**src/hw/tqc_pkg.sv**
```systemverilog
// Package of constants for the dual channel torque cutoff interlock.
// Assumes a 50 MHz clock and an AHB-Lite slave with word registers.
// Summary of operation
// - Input A open requests stop, shorted runs.
// - Input B open requests stop, shorted runs.
// - Either channel alone removes gate drive.
// - Both shorted with supply: enable, no failure.
// - Any open input: drive off, failure flagged.
// - Contact levels under 1 ms are ignored; supply flags act at the next edge.
// - A open, B shorted: gate enable deasserted.
// - A shorted, B open: gate power cut.
// - Supply over or under voltage drops gate enable.
// - Self-test runs at every power-on.
// - Self-test fault raises a power-on alarm.
// - Safe state keeps PWM removed, de-energize to trip.
package tqc_pkg;
  // Timing.
  localparam int CLK_HZ = 50000000;
  localparam int HOLD_US = 1000;
  localparam int RESP_US = 8000;
  localparam int HOLD_CYC = (CLK_HZ / 1000000) * HOLD_US;
  localparam int RESP_CYC = (CLK_HZ / 1000000) * RESP_US;
  localparam int FLT_W = 16;
  localparam int SELFTEST_CYC = 16;
  // Register byte offsets.
  localparam logic [7:0] REG_CTRL = 8'h00;
  localparam logic [7:0] REG_STATUS = 8'h04;
  localparam logic [7:0] REG_IRQ_STAT = 8'h08;
  localparam logic [7:0] REG_IRQ_MASK = 8'h0C;
  localparam logic [7:0] REG_ID = 8'h10;
  // Identification word; the value is arbitrary and names no maker or part.
  localparam logic [31:0] ID_VALUE = 32'h00005A01;
  // Control fields.
  localparam int CTRL_RUN = 0;
  localparam int CTRL_CLR_ERR = 1;
  localparam int CTRL_SELFTEST = 2;
  // Event bits in the interrupt status.
  localparam int EV_TRIP = 0;
  localparam int EV_FAIL = 1;
  localparam int EV_SUPPLY = 2;
  localparam int EV_ALARM = 3;
  localparam int EV_W = 4;
  localparam logic [31:0] CTRL_RST = 32'h00000000;
  localparam logic [EV_W-1:0] MASK_RST = 4'h0;
  // Self-test sequencer, Gray coded along its path.
  typedef enum logic [1:0] {
    ST_FORCE = 2'b00,
    ST_CHECK = 2'b01,
    ST_DONE = 2'b11
  } tqc_st_t;
endpackage

```
**src/hw/tqc_cutoff.sv**
```systemverilog
// Dual channel torque cutoff interlock with an AHB-Lite register slave.
// Assumes safety inputs and supply flags are synchronous-safe levels sampled here.
//
// The register addresses and the AHB-Lite interface to the registers were left to the implementer.
`timescale 1ns/1ns
module tqc_cutoff
  import tqc_pkg::*;
(
  // Clock, reset, enable.
  input wire logic CLK,
  input wire logic RST_B,
  input wire logic CE,
  // Safety contacts, high while shorted to the common.
  input wire logic SAFE_INPUT_A,
  input wire logic SAFE_INPUT_B,
  // Isolated supply monitors, high when out of range.
  input wire logic SUPPLY_OVER_VOLTAGE,
  input wire logic SUPPLY_UNDER_VOLTAGE,
  // Drive requested PWM.
  input wire logic [5:0] PWM_IN,
  // Power stage.
  output logic GATE_ENABLE,
  output logic GATE_POWER,
  output logic [5:0] PWM_OUT,
  output logic CHAN_A_TRUE,
  output logic CHAN_A_INVERTED,
  output logic CHAN_B_TRUE,
  output logic CHAN_B_INVERTED,
  output logic SAFETY_FAILURE,
  output logic SELFTEST_ALARM,
  output logic IRQ,
  // AHB-Lite slave.
  input wire logic HSEL,
  input wire logic [31:0] HADDR,
  input wire logic [1:0] HTRANS,
  input wire logic HWRITE,
  input wire logic [2:0] HSIZE,
  input wire logic [31:0] HWDATA,
  input wire logic HREADY,
  output logic [31:0] HRDATA,
  output logic HREADYOUT,
  output logic HRESP
);

  // Filter a synchronised level: it changes only after a steady 1 ms.
  function automatic logic [FLT_W-1:0] flt_next(input logic raw, input logic cur,
                                                input logic [FLT_W-1:0] cnt);
    if (raw == cur) begin
      flt_next = '0;
    end else begin
      flt_next = cnt + 1'b1;
    end
  endfunction

  logic a_s1_q, a_s2_q, b_s1_q, b_s2_q;
  logic a_flt_q, b_flt_q;
  logic [FLT_W-1:0] a_cnt_q, b_cnt_q;
  logic [FLT_W-1:0] a_cnt_d, b_cnt_d;
  logic fail_q, alarm_q, supply_q;
  logic [31:0] ctrl_q;
  logic [EV_W-1:0] irq_stat_q, irq_mask_q, ev_now;
  logic [5:0] pwm_q;
  logic ge_q, gp_q;
  tqc_st_t st_q;
  logic [4:0] st_cnt_q;
  logic wr_pend_q, rd_pend_q;
  logic [7:0] addr_q;

  // Two flops per contact before the filter; the first flop feeds only the second.
  always_ff @(posedge CLK) begin
    if (!RST_B) begin
      a_s1_q <= 1'b0;
      a_s2_q <= 1'b0;
      b_s1_q <= 1'b0;
      b_s2_q <= 1'b0;
    end else if (CE) begin
      a_s1_q <= SAFE_INPUT_A;
      a_s2_q <= a_s1_q;
      b_s1_q <= SAFE_INPUT_B;
      b_s2_q <= b_s1_q;
    end
  end

  assign a_cnt_d = flt_next(a_s2_q, a_flt_q, a_cnt_q);
  assign b_cnt_d = flt_next(b_s2_q, b_flt_q, b_cnt_q);
  wire a_take = (a_cnt_d >= FLT_W'(HOLD_CYC));
  wire b_take = (b_cnt_d >= FLT_W'(HOLD_CYC));

  // Glitch filters: a level shorter than the hold time never reaches the channel.
  // Filtered levels reset open, so the drive starts in the safe state.
  always_ff @(posedge CLK) begin
    if (!RST_B) begin
      a_cnt_q <= '0;
      b_cnt_q <= '0;
      a_flt_q <= 1'b0;
      b_flt_q <= 1'b0;
    end else if (CE) begin
      a_cnt_q <= a_take ? '0 : a_cnt_d;
      b_cnt_q <= b_take ? '0 : b_cnt_d;
      if (a_take) begin
        a_flt_q <= a_s2_q;
      end
      if (b_take) begin
        b_flt_q <= b_s2_q;
      end
    end
  end

  // Channel states; open contact means stop. Self-test forces both channels open.
  wire testing = (st_q != ST_DONE);
  wire a_run = a_flt_q & !testing;
  wire b_run = b_flt_q & !testing;
  wire supply_bad = SUPPLY_OVER_VOLTAGE | SUPPLY_UNDER_VOLTAGE;
  wire sw_run = ctrl_q[CTRL_RUN];
  wire clr_err = wr_pend_q && (addr_q == REG_CTRL) && HWDATA[CTRL_CLR_ERR];
  wire start_test = wr_pend_q && (addr_q == REG_CTRL) && HWDATA[CTRL_SELFTEST];
  // Channel A drops the driver enable, channel B the driver power; each alone stops PWM.
  wire ge_d = a_run & b_run & !supply_bad & !alarm_q;
  wire gp_d = b_run & !alarm_q;
  wire fail_set = !testing && !(a_flt_q & b_flt_q);

  // Power stage outputs are registered, so shutoff lands one edge after the filter,
  // far inside the 8 ms budget: sync 2 + filter 1 ms + 1 cycle.
  always_ff @(posedge CLK) begin
    if (!RST_B) begin
      ge_q <= 1'b0;
      gp_q <= 1'b0;
      pwm_q <= '0;
    end else if (CE) begin
      ge_q <= ge_d;
      gp_q <= gp_d;
      pwm_q <= (ge_d & gp_d & sw_run) ? PWM_IN : 6'h00;
    end
  end

  // Failure latch holds until software clears it with both inputs shorted or while the self-test runs; set wins.
  always_ff @(posedge CLK) begin
    if (!RST_B) begin
      fail_q <= 1'b0;
      supply_q <= 1'b0;
    end else if (CE) begin
      if (fail_set) begin
        fail_q <= 1'b1;
      end else if (clr_err) begin
        fail_q <= 1'b0;
      end
      supply_q <= supply_bad;
    end
  end

  // Power-on self-test: both channels forced open, then the shutoff path must respond.
  // A gate stage that stays on while forced off is a fault and raises the alarm.
  always_ff @(posedge CLK) begin
    if (!RST_B) begin
      st_q <= ST_FORCE;
      st_cnt_q <= '0;
      alarm_q <= 1'b0;
    end else if (CE) begin
      unique case (st_q)
        ST_FORCE: begin
          st_cnt_q <= st_cnt_q + 1'b1;
          if (st_cnt_q == 5'(SELFTEST_CYC)) begin
            st_q <= ST_CHECK;
          end
        end
        ST_CHECK: begin
          if (ge_q | gp_q | (pwm_q != 6'h00)) begin
            alarm_q <= 1'b1;
          end
          st_q <= ST_DONE;
        end
        ST_DONE: begin
          st_cnt_q <= '0;
          if (start_test) begin
            st_q <= ST_FORCE;
          end else if (clr_err) begin
            alarm_q <= 1'b0;
          end
        end
        default: begin
          st_q <= ST_FORCE;
        end
      endcase
    end
  end

  // Interrupt events.
  assign ev_now[EV_TRIP] = ge_q & !ge_d;
  assign ev_now[EV_FAIL] = fail_set & !fail_q;
  assign ev_now[EV_SUPPLY] = supply_bad & !supply_q;
  assign ev_now[EV_ALARM] = (st_q == ST_CHECK) & (ge_q | gp_q | (pwm_q != 6'h00));

  // AHB-Lite address phase decode.
  wire take = HSEL & HREADY & HTRANS[1];
  wire w1c = wr_pend_q && (addr_q == REG_IRQ_STAT);

  // Bus capture and registers; zero wait states.
  always_ff @(posedge CLK) begin
    if (!RST_B) begin
      wr_pend_q <= 1'b0;
      rd_pend_q <= 1'b0;
      addr_q <= 8'h00;
      ctrl_q <= CTRL_RST;
      irq_mask_q <= MASK_RST;
      irq_stat_q <= '0;
    end else if (CE) begin
      wr_pend_q <= take & HWRITE;
      rd_pend_q <= take & !HWRITE;
      if (take) begin
        addr_q <= HADDR[7:0];
      end
      if (wr_pend_q && addr_q == REG_CTRL) begin
        ctrl_q <= {31'h00000000, HWDATA[CTRL_RUN]};
      end
      if (wr_pend_q && addr_q == REG_IRQ_MASK) begin
        irq_mask_q <= HWDATA[EV_W-1:0];
      end
      irq_stat_q <= (irq_stat_q & ~(w1c ? HWDATA[EV_W-1:0] : '0)) | ev_now;
    end
  end

  // Read mux; unmapped offsets read zero.
  wire [31:0] status_word = {24'h000000, testing, alarm_q, supply_bad, fail_q,
                             b_flt_q, a_flt_q, gp_q, ge_q};
  wire [31:0] rd_mux = (addr_q == REG_CTRL) ? ctrl_q :
                       (addr_q == REG_STATUS) ? status_word :
                       (addr_q == REG_IRQ_STAT) ? {28'h0000000, irq_stat_q} :
                       (addr_q == REG_IRQ_MASK) ? {28'h0000000, irq_mask_q} :
                       (addr_q == REG_ID) ? ID_VALUE : 32'h00000000;

  assign HRDATA = rd_pend_q ? rd_mux : 32'h00000000;
  assign HREADYOUT = 1'b1;
  assign HRESP = 1'b0;
  assign GATE_ENABLE = ge_q;
  assign GATE_POWER = gp_q;
  assign PWM_OUT = pwm_q;
  // Complementary channel signals follow the filtered contacts.
  assign CHAN_A_TRUE = a_flt_q;
  assign CHAN_A_INVERTED = !a_flt_q;
  assign CHAN_B_TRUE = b_flt_q;
  assign CHAN_B_INVERTED = !b_flt_q;
  assign SAFETY_FAILURE = fail_q;
  assign SELFTEST_ALARM = alarm_q;
  assign IRQ = |(irq_stat_q & irq_mask_q);
endmodule

```
**config.mk**
```make
export PLATFORM = sky130hd
export DESIGN_NAME = tqc_cutoff
export DESIGN_NICKNAME = d
export VERILOG_FILES = /design/src/hw/tqc_pkg.sv /design/src/hw/tqc_cutoff.sv
export SDC_FILE = /design/constraint.sdc
export NUM_CORES = 1
export LEC_CHECK = 0
export CAP_MARGIN = 20
export CORE_MARGIN = 3
export CORE_UTILIZATION = 25
export DETAILED_ROUTE_END_ITERATION = 12
export DONT_BUFFER_PORTS = 1
export HOLD_SLACK_MARGIN = 0.08
export PLACE_DENSITY_LB_ADDON = 0.05
export SYNTH_ARGS = -nofsm -noshare
export SYNTH_HDL_FRONTEND = slang
export SYNTH_SLANG_ARGS = --single-unit
```
**constraint.sdc**
```tcl
create_clock -name CLK -period 8.15 [get_ports CLK]
set_clock_uncertainty 0.15 [all_clocks]
set_input_delay 0.4075 -clock CLK [delete_from_list [all_inputs] [get_ports CLK]]
set_output_delay 0.4075 -clock CLK [all_outputs]
set_load 0.02 [all_outputs]
```
==> metrics.csv <==
metric,value,unit
status,finished clean,
CTS H-tree lvls,3,
nets,670,
Reg2Reg Depth,9,
Final HPWL DP,9130,µm
Yosys reg bits,75,
most frequent cell after synthesis,dfxtp_1,
Setup Viol. Count Final,0,
Crit Path Class,register to register,
drt pass-1 iters,4,
ranking of synthesized cells by area,"dfxtp_1, nor2_1, nand2_1",
area grow syn2layout,13.8,%
period utilisation layout,39.1,%
Hold Worst Slack,97.1,ps
Crit path largest cell delay,500,ps
GR Util met3,4.52,%
"Seq/Total Area, Yosys",34.2,%
post-synth design cell area,0.00439,mm²
Setup crit end kind,register,
"EDFF count, synth",0,
DIE AREA,0.0192,mm²
top cell type's share of synthesized area,34.2,%
pin count of the biggest net entering global routing,27,
GRT met2 Usage,23.1,%
post-route setup TNS,0,ps
top post-synthesis cells by count,"dfxtp_1, nor2_1, nand2_1",
Crit. path cell count,9,
vias post-DR,3976,
Max Fclk,0.314,GHz
core box area,0.0169,mm²
crit start category,register,
Pint,0.000628,W
cell taking the most area after synthesis,dfxtp_1,
CP Data Arrival Time,3270,ps
Hold Path Cell Cnt,2,
Reg2Reg Setup Slack,4960,ps
row count,47,
io pins,134,
pins over their slew limit,0,
Peak supply drop,92.8,µV
port bufs,0,
Worst Hold Class,input port to register,
Initial Util,26.0,%
Top delay family on crit path,compound AO/OA/AOI/OAI gates,
drt total wl,13100,µm
worst path required time,8240,ps
GRT Residual Overflow,0,
CP max-delay cell,dfxtp_1,
DRC Markers,0,
Via density,4.95,
pwr dens,167,mW/mm²
P_sw,0.000207,W
Clk pwr share,48.8,%
GRT busiest layer,met2,
CP Cell Sequence,"ha_1, nand3_1, xor2_1, a2111oi_0, o311ai_1, a31oi_1, or3_1, o21ai_0, a21o_1",
gpl congestion,0.768,
Post-Syn Instances,573,
Post-synth top flop,dfxtp_1,
fillcell total,1838,
Reg power frac,44.9,%
TritonCTS buffer count,9,
WP buf/inv,0,
"Hold Vio Cnt, Final",0,
routed wire length per instance,16.3,µm
vias in the first global route,3937,
crit-path max FO,12,
Die X,139,µm
Worst Tran Pin Value,871,ps
"Clk Latency, worst-skew pair",350,ps
"Async S/R FF share, synth",0,%
initial drt markers,215,
PostCTS Resize Cnt,0,
clk sinks,75,
layout cells sized above 1,4.46,%
sw frac,24.8,%
Total Routing Usage GR,13.9,%
CTS tree,yes,
max-cap viol count,0,
antenna violations before repair,0,
relative slew slack,41.8,%
Yosys warnings,0,
first-pass GRT wire length,21500,µm
static leakage,1.84,nW
clock tree buffer depth,2,
RSZ-0062 raised after global routing,no,
Clock transition at path regs,60,ps
Yosys cell types,60,
die height,139,µm
post-synthesis average cell area,7.66,µm²
root buf cell,clkbuf_16,
# diodes,0,
Logic pwr share,6.3,%
ANT nets after route,0,
minimum clock period,3190,ps
M1 GR Usage,17.6,%
==> kinds of logic after synthesis <==
group                      share of synthesized area (%)
DFF                                                 34.2
buffers and inverters                               8.27
and+or+nand+nor                                     29.4
AOI/OAI and AO/OA                                   19.9
adders and majority gates                           2.00
other                                              0.171
xor gates and xnor gates                            2.39
muxes                                               3.68
==> stage by stage <==
step	utilization, %	total power [W]	setup slack (ps)	std cells	cell area (µm²)
global route	29.6	0.000872	4540	803	5000
global placement	26.5	0.000424	4920	764	4470
floorplan	-	0.000426	5500	593	4460
finish	29.6	0.000835	4960	803	5000
detailed placement	26.5	0.000424	4950	764	4470
CTS	29.6	0.000853	4920	803	5000
==> state kept, by name, summed over array words and instances (netlist names), 2 cells and up <==
signal,cells
PWM_OUT,6
a_cnt_q,16
st_cnt_q,5
irq_mask_q,4
addr_q,8
st_q,2
b_cnt_q,16
irq_stat_q,4
==> worst register-to-register path: stages (launching register included) <==
cell and delay, ps:
dfxtp_1 500, ha_1 470, nand3_1 150, xor2_1 180
a2111oi_0 420, o311ai_1 150, a31oi_1 440, or3_1 300
o21ai_0 120, a21o_1 200
==> cell type report <==
| cell class | instances | area (µm²) | share of cell area (%) |
|---|---|---|---|
| clock buffers | 11 | 233 | 4.66 |
| clock inverters | 5 | 62.6 | 1.25 |
| inverters | 17 | 63.8 | 1.28 |
| multi-input cells | 448 | 2600 | 52.0 |
| flip-flops and latches | 75 | 1500 | 30.1 |
| well taps | 220 | 275 | 5.51 |
| repair buffers | 27 | 260 | 5.21 |
==> cells in the final DEF, fill, tap and decap left out, types with 9 or more instances in the layout <==
cell type / netlist / routed
a21boi_0: 12 / 12
clkbuf_16: 0 / 9
and3_1: 9 / 9
nor3_1: 23 / 23
mux2i_1: 15 / 15
nand3_1: 19 / 19
nor4_1: 9 / 9
o21ai_0: 30 / 30
nor2_1: 64 / 64
inv_1: 16 / 16
nand2_1: 63 / 63
a22oi_1: 10 / 10
nor2b_1: 11 / 11
nand4_1: 12 / 12
dfxtp_1: 75 / 75
a21oi_1: 32 / 32
dlygate4sd3_1: 0 / 23
conb_1: 2 / 22
==> power groups by stage <==
| stage | clock network [W] | registers [W] | logic (W) |
|---|---|---|---|
| final | 0.000408 | 0.000375 | 0.0000528 |
| after global routing | 0.000438 | 0.000375 | 0.0000593 |
| after CTS | 0.000425 | 0.000374 | 0.0000537 |
| after detailed placement | 0 | 0.000383 | 0.0000410 |
| after global placement | 0 | 0.000383 | 0.0000410 |
| after floorplan | 0 | 0.000381 | 0.0000444 |
==> layer usage <==
layer / wire [µm] / share of wire [%] / vias up
li1: - / - / 2014
met1: 5970 / 46 / 1873
met2: 6240 / 48 / 81
met3: 697 / 5.3 / 8
met4: 146 / 1.1 / 0
met5: 0 / 0 / -
==> path summary, 6_finish.rpt <==
path,start,endpoint
worst max-delay path,a_cnt_q[0],a_cnt_q[5]
worst min-delay path,CE,supply_q
worst max register to register,a_cnt_q[0],a_cnt_q[5]
worst min register to register,addr_q[0],addr_q[0]
==> timing repair <==
| item | 4_1_cts | 5_1_grt |
|---|---|---|
| setup buffers | 0 | 0 |
| endpoints found under the hold margin | 39 | 0 |
| hold buffers | 23 | 0 |
Power figures use the tool's default switching activity.
